[config.mk]
export PLATFORM = sky130hd
export DESIGN_NAME = uxb_top
export DESIGN_NICKNAME = d
export VERILOG_FILES = /design/src/include/uxb_pkg.sv /design/src/include/uxb_if.sv /design/src/design/uxb_top.sv /design/src/design/uxb_flags.sv
export SDC_FILE = /design/constraint.sdc
export NUM_CORES = 1
export LEC_CHECK = 0
export ABC_CLOCK_PERIOD_IN_PS = 4350
export BUFFER_PORTS_ARGS = -buffer_cell sky130_fd_sc_hd__buf_4
export CORE_ASPECT_RATIO = 1.75
export CORE_MARGIN = 2
export CORE_UTILIZATION = 47
export CTS_CLUSTER_SIZE = 40
export DETAILED_ROUTE_END_ITERATION = 10
export PLACE_DENSITY = 0.85
export SLEW_MARGIN = 20
export SYNTH_ARGS = -nofsm -noshare
export SYNTH_HDL_FRONTEND = slang
export SYNTH_SLANG_ARGS = --single-unit
[constraint.sdc]
create_clock -name i_clock -period 4.35 [get_ports i_clock]
set_input_delay 0.2175 -clock i_clock [delete_from_list [all_inputs] [get_ports i_clock]]
set_output_delay 0.2175 -clock i_clock [all_outputs]
set_load 0.01 [all_outputs]
[src/include/uxb_pkg.sv]
// shared constants for the serial extra-bit and flag block
package uxb_pkg;

  // ----------------------------------------------------------------
  // register byte offsets
  // ----------------------------------------------------------------
  localparam logic [7:0] SERIAL_CTRL_OFS = 8'h00;
  localparam logic [7:0] PORT_CFG_OFS    = 8'h04;
  localparam logic [7:0] INT_STATUS_OFS  = 8'h08;
  localparam logic [7:0] INT_MASK_OFS    = 8'h0C;

  // ----------------------------------------------------------------
  // serial control/status field positions
  // ----------------------------------------------------------------
  localparam int EXTRA_TX_BIT_POS = 3;
  localparam int EXTRA_RX_BIT_POS = 2;
  localparam int TX_DONE_POS      = 1;
  localparam int RX_DONE_POS      = 0;

  // ----------------------------------------------------------------
  // port configuration field positions
  // ----------------------------------------------------------------
  localparam int CFG_XBE_POS    = 0;
  localparam int CFG_PARITY_POS = 1;
  localparam int CFG_INTEN_POS  = 2;

  // ----------------------------------------------------------------
  // interrupt status and mask field positions
  // ----------------------------------------------------------------
  localparam int IRQ_RX_POS = 0;
  localparam int IRQ_TX_POS = 1;

  // ----------------------------------------------------------------
  // values after reset
  // ----------------------------------------------------------------
  localparam logic [3:0] SERIAL_CTRL_RST = 4'h0;
  localparam logic [2:0] PORT_CFG_RST    = 3'h0;
  localparam logic [1:0] INT_STATUS_RST  = 2'h0;
  localparam logic [1:0] INT_MASK_RST    = 2'h0;

  // ----------------------------------------------------------------
  // bus response codes
  // ----------------------------------------------------------------
  localparam logic [1:0] RESP_OKAY   = 2'h0;
  localparam logic [1:0] RESP_SLVERR = 2'h2;

endpackage : uxb_pkg

[src/include/uxb_if.sv]
// carrier between the bus front end and the flag core
`timescale 1ns/1ps
interface uxb_if;
  logic       tx_stop_start;  // stop bit begins on the line
  logic       rx_byte_done;   // complete byte received
  logic       rx_extra_val;   // received extra bit level
  logic       rx_stop_val;    // first stop bit level
  logic       xbe;            // extra_bit_enable
  logic       wr_ctrl;        // write strobe, serial control
  logic       wr_istat;       // write strobe, interrupt status
  logic [3:0] wdata;          // low write data nibble
  logic [3:0] ctrl_bits;      // serial control/status image
  logic [1:0] istat;          // sticky interrupt status

  modport front (
    output tx_stop_start, rx_byte_done, rx_extra_val, rx_stop_val,
    output xbe, wr_ctrl, wr_istat, wdata,
    input  ctrl_bits, istat
  );

  modport core (
    input  tx_stop_start, rx_byte_done, rx_extra_val, rx_stop_val,
    input  xbe, wr_ctrl, wr_istat, wdata,
    output ctrl_bits, istat
  );
endinterface : uxb_if

[src/design/uxb_top.sv]
// serial port extra-bit and done-flag block with an AXI4-Lite slave
//
// Functional notes
// With extra bit enabled, transmit extra bit follows control bit 3.
// With parity enabled, control bit 3 has no effect on the frame.
// With extra bit enabled, received extra bit is stored in bit 2.
// With extra bit disabled, bit 2 stores the first stop bit level.
// Software ignores bit 2 while parity is enabled.
// Transmit-done flag bit 1 sets when the stop bit begins.
// Transmit-done setting requests the port interrupt when enabled.
// Only software clears transmit-done; hardware never clears it.
// Receive-done flag sets when a complete byte has been received.
// Receive-done also interrupts when enabled; stays until written zero.
//
// Design decisions made here: the AXI4-Lite slave port and the register addresses.
`timescale 1ns/1ps
module uxb_top (
  input  wire logic        i_clock,
  input  wire logic        i_sys_rst,
  // axi4-lite write address channel
  input  wire logic [7:0]  i_s_axi_awaddr,
  input  wire logic        i_s_axi_awvalid,
  output logic             o_s_axi_awready,
  // axi4-lite write data channel
  input  wire logic [31:0] i_s_axi_wdata,
  input  wire logic [3:0]  i_s_axi_wstrb,
  input  wire logic        i_s_axi_wvalid,
  output logic             o_s_axi_wready,
  // axi4-lite write response channel
  output logic [1:0]       o_s_axi_bresp,
  output logic             o_s_axi_bvalid,
  input  wire logic        i_s_axi_bready,
  // axi4-lite read address channel
  input  wire logic [7:0]  i_s_axi_araddr,
  input  wire logic        i_s_axi_arvalid,
  output logic             o_s_axi_arready,
  // axi4-lite read data channel
  output logic [31:0]      o_s_axi_rdata,
  output logic [1:0]       o_s_axi_rresp,
  output logic             o_s_axi_rvalid,
  input  wire logic        i_s_axi_rready,
  // serial shift engine, same clock
  input  wire logic        i_tx_stop_start,
  input  wire logic        i_rx_byte_done,
  input  wire logic        i_rx_extra_bit,
  input  wire logic        i_rx_stop_bit,
  output logic             o_tx_extra_bit,
  output logic             o_tx_extra_en,
  // interrupt request, level
  output logic             o_irq
);

  // ----------------------------------------------------------------
  // address decode, shared by the read and write paths
  // ----------------------------------------------------------------
  function automatic logic addr_hit(input logic [7:0] addr);
    case (addr)
      uxb_pkg::SERIAL_CTRL_OFS: addr_hit = 1'b1;
      uxb_pkg::PORT_CFG_OFS:    addr_hit = 1'b1;
      uxb_pkg::INT_STATUS_OFS:  addr_hit = 1'b1;
      uxb_pkg::INT_MASK_OFS:    addr_hit = 1'b1;
      default:                  addr_hit = 1'b0;
    endcase
  endfunction : addr_hit

  // ----------------------------------------------------------------
  // declarations
  // ----------------------------------------------------------------
  uxb_if fl ();

  logic        aw_have_q;
  logic        aw_have_d;
  logic [7:0]  aw_addr_q;
  logic [7:0]  aw_addr_d;
  logic        w_have_q;
  logic        w_have_d;
  logic [3:0]  w_data_q;
  logic [3:0]  w_data_d;
  logic        w_strb_q;
  logic        w_strb_d;
  logic        bvalid_q;
  logic        bvalid_d;
  logic [1:0]  bresp_q;
  logic [1:0]  bresp_d;
  logic        awready_q;
  logic        awready_d;
  logic        wready_q;
  logic        wready_d;
  logic        arready_q;
  logic        arready_d;
  logic        rvalid_q;
  logic        rvalid_d;
  logic [31:0] rdata_q;
  logic [31:0] rdata_d;
  logic [1:0]  rresp_q;
  logic [1:0]  rresp_d;
  logic [2:0]  cfg_q;
  logic [2:0]  cfg_d;
  logic [1:0]  mask_q;
  logic [1:0]  mask_d;
  logic        irq_q;
  logic        irq_d;
  logic        txb_q;
  logic        txb_d;
  logic        txen_q;
  logic        txen_d;
  logic        do_write;
  logic        wr_ok;
  logic        wr_sel_ctrl;
  logic        wr_sel_cfg;
  logic        wr_sel_istat;
  logic        wr_sel_mask;

  // ----------------------------------------------------------------
  // write decode: fires once both address and data are held
  // ----------------------------------------------------------------
  always_comb begin
    do_write     = aw_have_q && w_have_q && !bvalid_q;
    wr_ok        = do_write && w_strb_q;
    wr_sel_ctrl  = wr_ok && (aw_addr_q == uxb_pkg::SERIAL_CTRL_OFS);
    wr_sel_cfg   = wr_ok && (aw_addr_q == uxb_pkg::PORT_CFG_OFS);
    wr_sel_istat = wr_ok && (aw_addr_q == uxb_pkg::INT_STATUS_OFS);
    wr_sel_mask  = wr_ok && (aw_addr_q == uxb_pkg::INT_MASK_OFS);
  end

  // ----------------------------------------------------------------
  // write channels: address and data taken in either order
  // ----------------------------------------------------------------
  always_comb begin
    aw_have_d = aw_have_q;
    aw_addr_d = aw_addr_q;
    w_have_d  = w_have_q;
    w_data_d  = w_data_q;
    w_strb_d  = w_strb_q;
    bvalid_d  = bvalid_q;
    bresp_d   = bresp_q;
    if (!aw_have_q && i_s_axi_awvalid) begin
      aw_have_d = 1'b1;
      aw_addr_d = i_s_axi_awaddr;
    end
    if (!w_have_q && i_s_axi_wvalid) begin
      w_have_d = 1'b1;
      w_data_d = i_s_axi_wdata[3:0];
      w_strb_d = i_s_axi_wstrb[0];  // all fields sit in byte lane 0
    end
    if (do_write) begin
      aw_have_d = 1'b0;
      w_have_d  = 1'b0;
      bvalid_d  = 1'b1;
      bresp_d   = addr_hit(aw_addr_q) ? uxb_pkg::RESP_OKAY : uxb_pkg::RESP_SLVERR;
    end
    if (bvalid_q && i_s_axi_bready) begin
      bvalid_d = 1'b0;
    end
    // ready flags mirror the hold flags, kept in their own flops
    awready_d = !aw_have_d;
    wready_d  = !w_have_d;
  end

  // ----------------------------------------------------------------
  // write channel registers
  // ----------------------------------------------------------------
  always_ff @(posedge i_clock) begin
    if (i_sys_rst) begin
      aw_have_q <= 1'b0;
      aw_addr_q <= 8'h00;
      w_have_q  <= 1'b0;
      w_data_q  <= 4'h0;
      w_strb_q  <= 1'b0;
      bvalid_q  <= 1'b0;
      bresp_q   <= uxb_pkg::RESP_OKAY;
      awready_q <= 1'b1;
      wready_q  <= 1'b1;
    end else begin
      aw_have_q <= aw_have_d;
      aw_addr_q <= aw_addr_d;
      w_have_q  <= w_have_d;
      w_data_q  <= w_data_d;
      w_strb_q  <= w_strb_d;
      bvalid_q  <= bvalid_d;
      bresp_q   <= bresp_d;
      awready_q <= awready_d;
      wready_q  <= wready_d;
    end
  end

  // ----------------------------------------------------------------
  // read channel: one read outstanding, data from a register
  // ----------------------------------------------------------------
  always_comb begin
    arready_d = arready_q;
    rvalid_d  = rvalid_q;
    rdata_d   = rdata_q;
    rresp_d   = rresp_q;
    if (arready_q && i_s_axi_arvalid) begin
      arready_d = 1'b0;
      rvalid_d  = 1'b1;
      rdata_d   = 32'h0000_0000;
      rresp_d   = addr_hit(i_s_axi_araddr) ? uxb_pkg::RESP_OKAY : uxb_pkg::RESP_SLVERR;
      case (i_s_axi_araddr)
        uxb_pkg::SERIAL_CTRL_OFS: rdata_d[3:0] = fl.ctrl_bits;
        uxb_pkg::PORT_CFG_OFS:    rdata_d[2:0] = cfg_q;
        uxb_pkg::INT_STATUS_OFS:  rdata_d[1:0] = fl.istat;
        uxb_pkg::INT_MASK_OFS:    rdata_d[1:0] = mask_q;
        default:                  rdata_d      = 32'h0000_0000;
      endcase
    end
    if (rvalid_q && i_s_axi_rready) begin
      rvalid_d  = 1'b0;
      arready_d = 1'b1;
    end
  end

  // ----------------------------------------------------------------
  // read channel registers
  // ----------------------------------------------------------------
  always_ff @(posedge i_clock) begin
    if (i_sys_rst) begin
      arready_q <= 1'b1;
      rvalid_q  <= 1'b0;
      rdata_q   <= 32'h0000_0000;
      rresp_q   <= uxb_pkg::RESP_OKAY;
    end else begin
      arready_q <= arready_d;
      rvalid_q  <= rvalid_d;
      rdata_q   <= rdata_d;
      rresp_q   <= rresp_d;
    end
  end

  // ----------------------------------------------------------------
  // configuration, mask, interrupt and transmit extra bit
  // ----------------------------------------------------------------
  always_comb begin
    cfg_d  = wr_sel_cfg  ? w_data_q[2:0] : cfg_q;
    mask_d = wr_sel_mask ? w_data_q[1:0] : mask_q;
    // port interrupt enable gates the unmasked sticky events
    irq_d  = cfg_q[uxb_pkg::CFG_INTEN_POS] && |(fl.istat & mask_q);
    // extra bit only used when enabled and parity is off
    txen_d = cfg_q[uxb_pkg::CFG_XBE_POS] && !cfg_q[uxb_pkg::CFG_PARITY_POS];
    txb_d  = txen_d && fl.ctrl_bits[uxb_pkg::EXTRA_TX_BIT_POS];
  end

  always_ff @(posedge i_clock) begin
    if (i_sys_rst) begin
      cfg_q  <= uxb_pkg::PORT_CFG_RST;
      mask_q <= uxb_pkg::INT_MASK_RST;
      irq_q  <= 1'b0;
      txb_q  <= 1'b0;
      txen_q <= 1'b0;
    end else begin
      cfg_q  <= cfg_d;
      mask_q <= mask_d;
      irq_q  <= irq_d;
      txb_q  <= txb_d;
      txen_q <= txen_d;
    end
  end

  // ----------------------------------------------------------------
  // flag core hookup
  // ----------------------------------------------------------------
  assign fl.tx_stop_start = i_tx_stop_start;
  assign fl.rx_byte_done  = i_rx_byte_done;
  assign fl.rx_extra_val  = i_rx_extra_bit;
  assign fl.rx_stop_val   = i_rx_stop_bit;
  assign fl.xbe           = cfg_q[uxb_pkg::CFG_XBE_POS];
  assign fl.wr_ctrl       = wr_sel_ctrl;
  assign fl.wr_istat      = wr_sel_istat;
  assign fl.wdata         = w_data_q;

  uxb_flags u_flags (
    .i_clock   (i_clock),
    .i_sys_rst (i_sys_rst),
    .bus       (fl.core)
  );

  // ----------------------------------------------------------------
  // outputs, all from flip-flops
  // ----------------------------------------------------------------
  assign o_s_axi_awready = awready_q;
  assign o_s_axi_wready  = wready_q;
  assign o_s_axi_bvalid  = bvalid_q;
  assign o_s_axi_bresp   = bresp_q;
  assign o_s_axi_arready = arready_q;
  assign o_s_axi_rvalid  = rvalid_q;
  assign o_s_axi_rdata   = rdata_q;
  assign o_s_axi_rresp   = rresp_q;
  assign o_tx_extra_bit  = txb_q;
  assign o_tx_extra_en   = txen_q;
  assign o_irq           = irq_q;

endmodule : uxb_top

[src/design/uxb_flags.sv]
// flag core: extra bits, done flags and sticky interrupt status
`timescale 1ns/1ps
module uxb_flags (
  input  wire logic i_clock,
  input  wire logic i_sys_rst,
  uxb_if.core       bus
);

  logic [3:0] ctrl_q;
  logic [3:0] ctrl_d;
  logic [1:0] istat_q;
  logic [1:0] istat_d;

  // ----------------------------------------------------------------
  // next state of control/status bits and interrupt status
  // ----------------------------------------------------------------
  always_comb begin
    ctrl_d  = ctrl_q;
    istat_d = istat_q;
    // software side: extra_tx_bit is plain storage, flags clear on 0
    if (bus.wr_ctrl) begin
      ctrl_d[uxb_pkg::EXTRA_TX_BIT_POS] = bus.wdata[uxb_pkg::EXTRA_TX_BIT_POS];
      if (!bus.wdata[uxb_pkg::TX_DONE_POS]) begin
        ctrl_d[uxb_pkg::TX_DONE_POS] = 1'b0;
      end
      if (!bus.wdata[uxb_pkg::RX_DONE_POS]) begin
        ctrl_d[uxb_pkg::RX_DONE_POS] = 1'b0;
      end
    end
    // interrupt status clears by writing one
    if (bus.wr_istat) begin
      istat_d = istat_q & ~bus.wdata[1:0];
    end
    // hardware events come last so a set beats a same-cycle clear
    if (bus.tx_stop_start) begin
      ctrl_d[uxb_pkg::TX_DONE_POS]  = 1'b1;
      istat_d[uxb_pkg::IRQ_TX_POS]  = 1'b1;
    end
    if (bus.rx_byte_done) begin
      ctrl_d[uxb_pkg::RX_DONE_POS]  = 1'b1;
      istat_d[uxb_pkg::IRQ_RX_POS]  = 1'b1;
      if (bus.xbe) begin
        ctrl_d[uxb_pkg::EXTRA_RX_BIT_POS] = bus.rx_extra_val;
      end else begin
        ctrl_d[uxb_pkg::EXTRA_RX_BIT_POS] = bus.rx_stop_val;
      end
    end
  end

  // ----------------------------------------------------------------
  // state registers
  // ----------------------------------------------------------------
  always_ff @(posedge i_clock) begin
    if (i_sys_rst) begin
      ctrl_q  <= uxb_pkg::SERIAL_CTRL_RST;
      istat_q <= uxb_pkg::INT_STATUS_RST;
    end else begin
      ctrl_q  <= ctrl_d;
      istat_q <= istat_d;
    end
  end

  assign bus.ctrl_bits = ctrl_q;
  assign bus.istat     = istat_q;

endmodule : uxb_flags

=== Word level (Yosys, flattened, before mapping) ===
Index checks and enable logic that the tools add are counted.

* Bits in registers: 42
* Output and inout port bits: 44
* Word-level logic and storage cells: 91

* Equality and inequality tests: 8
* Reduce and logical (&&, ||, !) cells: 34
* Mux-type cells: 22
* Bitwise operators: 3

{| class="wikitable"
|+ Operators with widths
! operator !! count
|-
| == test 8 x 4 -> 1 bit, second input constant || 4
|-
| == test 8 x 3 -> 1 bit, second input constant || 2
|-
| logical NOT 8 bit || 2
|-
| two-way mux 1 bit || 16
|-
| logical AND 1 bit || 15
|-
| two-way mux 2 bit || 4
|-
| one-hot mux 2 bit (4 select lines) || 1
|-
| nonzero test 2 bit || 4
|-
| OR reduction 4 bit || 2
|-
| logical NOT 1 bit || 6
|-
| OR reduction 2 bit || 3
|-
| AND 2 bit || 2
|-
| inequality test 2 bit, second input constant || 2
|-
| AND reduction 2 bit || 2
|-
| NOT 2 bit || 1
|-
| one-hot mux 1 bit (2 select lines) || 1
|}

=== Longest topological paths before layout ===
* Word-level depth: 6
* Mapped depth: 4

=== By module ===
A second synthesis with hierarchy kept.

* Cells, all modules: 184
* Area, all modules: 1,760.4 µm²

{| class="wikitable"
|+ Modules (own cells, without submodules)
! module !! cells an instance !! area an instance (µm²) !! sequential area each (µm²) !! times used
|-
| uxb_top || 161 || 1,545.2 || 680.7 || 1
|-
| uxb_flags || 23 || 215.2 || 120.1 || 1
|}

=== Least setup slack after synthesis ===
Ideal clock, no wire load.

* Kind: flip-flop to flip-flop
* From: reg aw_addr_q[7]
* To: reg mask_q[0]
* Arrival time: 1.518 ns
* Required time: 4.232 ns
* Stages on the path, launching flop included: 4
* Slack: 2.714 ns
* Clock period less this slack: 1.636 ns
* Buffers on the path: 0
* Setup time: 0.118 ns
* Cell sequence: dfxtp_1 or4_4 or4_4 mux2i_1

* Cells in the longest elaborated chain, start to end: 2

{| class="wikitable"
|+ Ends and longest elaborated chain
! item !! RTL line !! RTL
|-
| start: declaration || uxb_top.sv:73 || <nowiki>logic [7:0] aw_addr_q;</nowiki>
|-
| start signal: assignment || uxb_top.sv:176 || <nowiki>aw_addr_q <= aw_addr_d;</nowiki>
|-
| == test 8 x 4 -> 1 bit || uxb_top.sv:123 || <nowiki>wr_sel_mask = wr_ok && (aw_addr_q == uxb_pkg::INT_MASK_OFS);</nowiki>
|-
| logical AND 1 bit || uxb_top.sv:123 ||
|-
| end signal: assignment || uxb_top.sv:247 || <nowiki>mask_q <= uxb_pkg::INT_MASK_RST;</nowiki>
|-
| end signal: assignment || uxb_top.sv:253 || <nowiki>mask_q <= mask_d;</nowiki>
|-
| end: declaration || uxb_top.sv:99 || <nowiki>logic [1:0] mask_q;</nowiki>
|}

Every way passes these cells.
A chain may end at the register's enable or synchronous reset.

=== Worst setup path after layout ===
* From: reg aw_addr_q[7]
* To: reg u_flags.ctrl_q[3], in the netlist u_flags.bus.ctrl_bits[3]

* Cells in the longest elaborated chain, start to end: 2

{| class="wikitable"
|+ Ends and longest elaborated chain
! item !! RTL line !! RTL
|-
| logical NOT 8 bit || uxb_top.sv:120 || <nowiki>wr_sel_ctrl = wr_ok && (aw_addr_q == uxb_pkg::SERIAL_CTRL_OFS);</nowiki>
|-
| logical AND 1 bit || uxb_top.sv:120 ||
|-
| end signal: assignment || uxb_flags.sv:55 || <nowiki>ctrl_q <= uxb_pkg::SERIAL_CTRL_RST;</nowiki>
|-
| end signal: assignment || uxb_flags.sv:58 || <nowiki>ctrl_q <= ctrl_d;</nowiki>
|-
| end: declaration || uxb_flags.sv:9 || <nowiki>logic [3:0] ctrl_q;</nowiki>
|}

Every way passes these cells.

==> impl_metrics.env <==
export IMPL_setup_viol=0
export IMPL_power_share_clock_pct=33.2
export IMPL_synth_top_family_by_area="simple AND/OR/NAND/NOR gates"
export IMPL_track_usage_pct=16.3
export IMPL_synthArstFlopShare_pct=0
export IMPL_holdCritPathClass="in -> reg"
export IMPL_critPathMaxFanout=5
export IMPL_drc_errors=0
export IMPL_synthXorXnorAreaFrac_pct=0
export IMPL_fill_cells=367
export IMPL_yosys_area_share_simple_pct=22.2
export IMPL_cts_hold_buffers=0
export IMPL_gr_total_overflow=0
export IMPL_synth_edf_count=0
export IMPL_grt_antenna_before_repair=0
export IMPL_rsz0062_at_grt="no"
export IMPL_finalWorstPathRequiredPeriod_ns=1.90
export IMPL_wire_per_inst_um=11.8
export IMPL_clock_path_buffers=2
export IMPL_setup_tns_final_ns=0
export IMPL_pin_count=107
export IMPL_max_stage_delay_ns=0.68
export IMPL_synthCells=190
export IMPL_wl_mm=3.36
export IMPL_ctsResizeCount=0
export IMPL_min_period_over_period_pct=43.6
export IMPL_grt_max_degree=41
export IMPL_crit_path_cell_trace="or4_4, nor4_1, mux2i_1"
export IMPL_vias=1367
export IMPL_row_count=30
export IMPL_synth_top_cell_area_share_pct=43.4
export IMPL_cts_max_level=2
export IMPL_path_clk_slew_ns=0.07
export IMPL_cp_start_kind="flop"
export IMPL_clkLatencyLatePin_ns=0.29
export IMPL_post_cts_buffers=0
export IMPL_die_h_um=86.8
export IMPL_intPower_w=0.000563
export IMPL_worstPathRequired_ns=4.57
export IMPL_yosys_top_cells_area="dfxtp_1, buf_4, mux2i_1, nor2_1, nand2b_1"
export IMPL_num_antenna_cells=0
export IMPL_dieArea_um2=4460
export IMPL_power_switching_w=0.000182
export IMPL_synth_avg_cell_area_um2=9.70
export IMPL_swShare_pct=24.4
export IMPL_numCtsBuffers=5
export IMPL_die_w_um=51.3
export IMPL_path_buf_inv=0
export IMPL_synth_most_common_cell="dfxtp_1"
export IMPL_port_buffers=45
export IMPL_critPathTopFamily="simple AND/OR/NAND/NOR gates"
export IMPL_cellPowerDensity_nw_per_um2=340
export IMPL_worst_setup_path_type="reg -> reg"
export IMPL_synth_seq_cells=40
export IMPL_seq_area_frac_synth_pct=43.4
export IMPL_nNetsFinal=298
export IMPL_critPathSlowestCell="nor4_1"
export IMPL_drive_gt1_share_pct=25.4
export IMPL_cap_violations=0
export IMPL_cts_root_buffer="clkbuf_8"
export IMPL_tightestPinTransition_ns=0.872
export IMPL_coreArea_um2=3830
export IMPL_relSlewSlack_pct=41.8
export IMPL_synth_top_area_cell="dfxtp_1"
export IMPL_hold_violations=0
export IMPL_cp_data_arrival_time_ns=2.12
export IMPL_clock_skew_ns=0.00465
export IMPL_status="finished, final reports clean"
export IMPL_p_leak_nw=0.971
export IMPL_post_dp_hpwl_mm=2.60
export IMPL_finalPower_w=0.000744
export IMPL_synthMuxAreaShare_pct=14.5
export IMPL_power_frac_comb_pct=13.6
export IMPL_start_util_pct=48.1
export IMPL_synthAdderAreaFrac_pct=0
export IMPL_dp_cells=276
export IMPL_dr_pass1_iters=4
export IMPL_synth_compound_area_share_pct=5.36
export IMPL_clock_sinks=40
export IMPL_syn_area_um2=1840
export IMPL_drtIter0Drc=11
export IMPL_ant_nets=0
export IMPL_end_kind="flop"
export IMPL_pwr_share_seq_pct=53.2
export IMPL_yosys_cell_types_count=35
export IMPL_area_growth_pct=18.9
export IMPL_gp_congestion=0.702
export IMPL_yosys_warnings=0
export IMPL_cts_tree="done"
export IMPL_peakVddDrop_mv=0.298
export IMPL_drv_slew=0
export IMPL_fmax_mhz=527
export IMPL_final_cells=284
export IMPL_grt_pass1_wl_mm=5.30
export IMPL_grt_pass1_vias=1178
export IMPL_synth_commonest_cells="dfxtp_1, buf_4, nor2_1"
export IMPL_viasPerCell=4.81
export IMPL_synthFlopType="dfxtp_1"
## power groups by stage
stage               Clock (W)  Combinational, W  Sequential, W
global placement            0         0.0000987       0.000404
global route         0.000272          0.000111       0.000398
floorplan                   0         0.0000809       0.000403
detailed placement          0          0.000101       0.000405
finish               0.000247          0.000101       0.000396
CTS                  0.000254          0.000101       0.000396
## cell families (layout without fill, tap and decap cells)
family          Yosys count  in the layout
simple gates             70             70
buf+inv                  40             57
mux                      24             24
compound gates           15             15
other cells               1             30
flops                    40             40
## metal layers
metal	wire length, µm	global-route usage (%)
met1	1230	16.8
met2	1820	28.3
met3	239	5.34
met4	70	9.09
met5	0	0
## cells in the final DEF (no fill, tap or decap), types with 2 or more instances in the layout
cell / instances
mux4_2: 2
nor2_1: 25
nand2_1: 5
and2_1: 2
or3_1: 2
nand3b_1: 2
o21bai_1: 2
conb_1: 30
buf_4: 45
nor3_1: 2
or4_4: 2
nor4_1: 3
dfxtp_1: 40
nor2b_1: 2
clkbuf_1: 2
and3b_1: 2
mux2_2: 2
a211oi_1: 3
clkbuf_8: 6
nor4bb_1: 2
inv_1: 4
nand2b_1: 11
a21oi_1: 7
mux2i_1: 20
nand4_1: 3
## flip-flops by register name (all words and copies together), names as in the netlist
signal and count:
aw_addr_q 8, aw_have_q 1, cfg_q 3, fl.wdata 4, mask_q 2, o_irq 1
o_s_axi_arready 1, o_s_axi_awready 1, o_s_axi_bresp 1, o_s_axi_bvalid 1, o_s_axi_rdata 4, o_s_axi_rresp 1
o_s_axi_rvalid 1, o_s_axi_wready 1, o_tx_extra_bit 1, o_tx_extra_en 1, u_flags.bus.ctrl_bits 4, u_flags.bus.istat 2
w_have_q 1, w_strb_q 1
## worst reg2reg max path, stage by stage (launching register included)
cell and delay, ns:
dfxtp_1 0.32, or4_4 0.59, nor4_1 0.68, mux2i_1 0.24
## area by class of cell
type | instances | area [µm²] | area share (%)
Tap cell | 48 | 60.1 | 2.74
Timing Repair Buffer | 45 | 338 | 15.4
Multi-Input combinational cell | 139 | 888 | 40.5
Inverter | 4 | 15.0 | 0.685
Clock buffer | 8 | 90.1 | 4.11
Sequential cell | 40 | 801 | 36.5
## final timing paths
path,start,to,slack [ns],cells after the start
max reg2reg,aw_addr_q[7],u_flags.bus.ctrl_bits[3],2.45,3
max,aw_addr_q[7],u_flags.bus.ctrl_bits[3],2.45,3
min,i_s_axi_rready,o_s_axi_arready,0.16,2
min reg2reg,o_s_axi_rdata[3],o_s_axi_rdata[3],0.45,2
## stage by stage
stage	utilization [%]	hold slack [ns]	worst slack, ns	instance area, µm²
global placement	54.9	0.439	2.47	2100
global route	57.3	0.157	2.40	2190
floorplan	-	0.313	2.71	1950
detailed placement	54.9	0.443	2.46	2100
CTS	57.3	0.150	2.44	2190
finish	57.3	0.155	2.45	2190
Note: power is estimated with default switching activity, not from simulation.
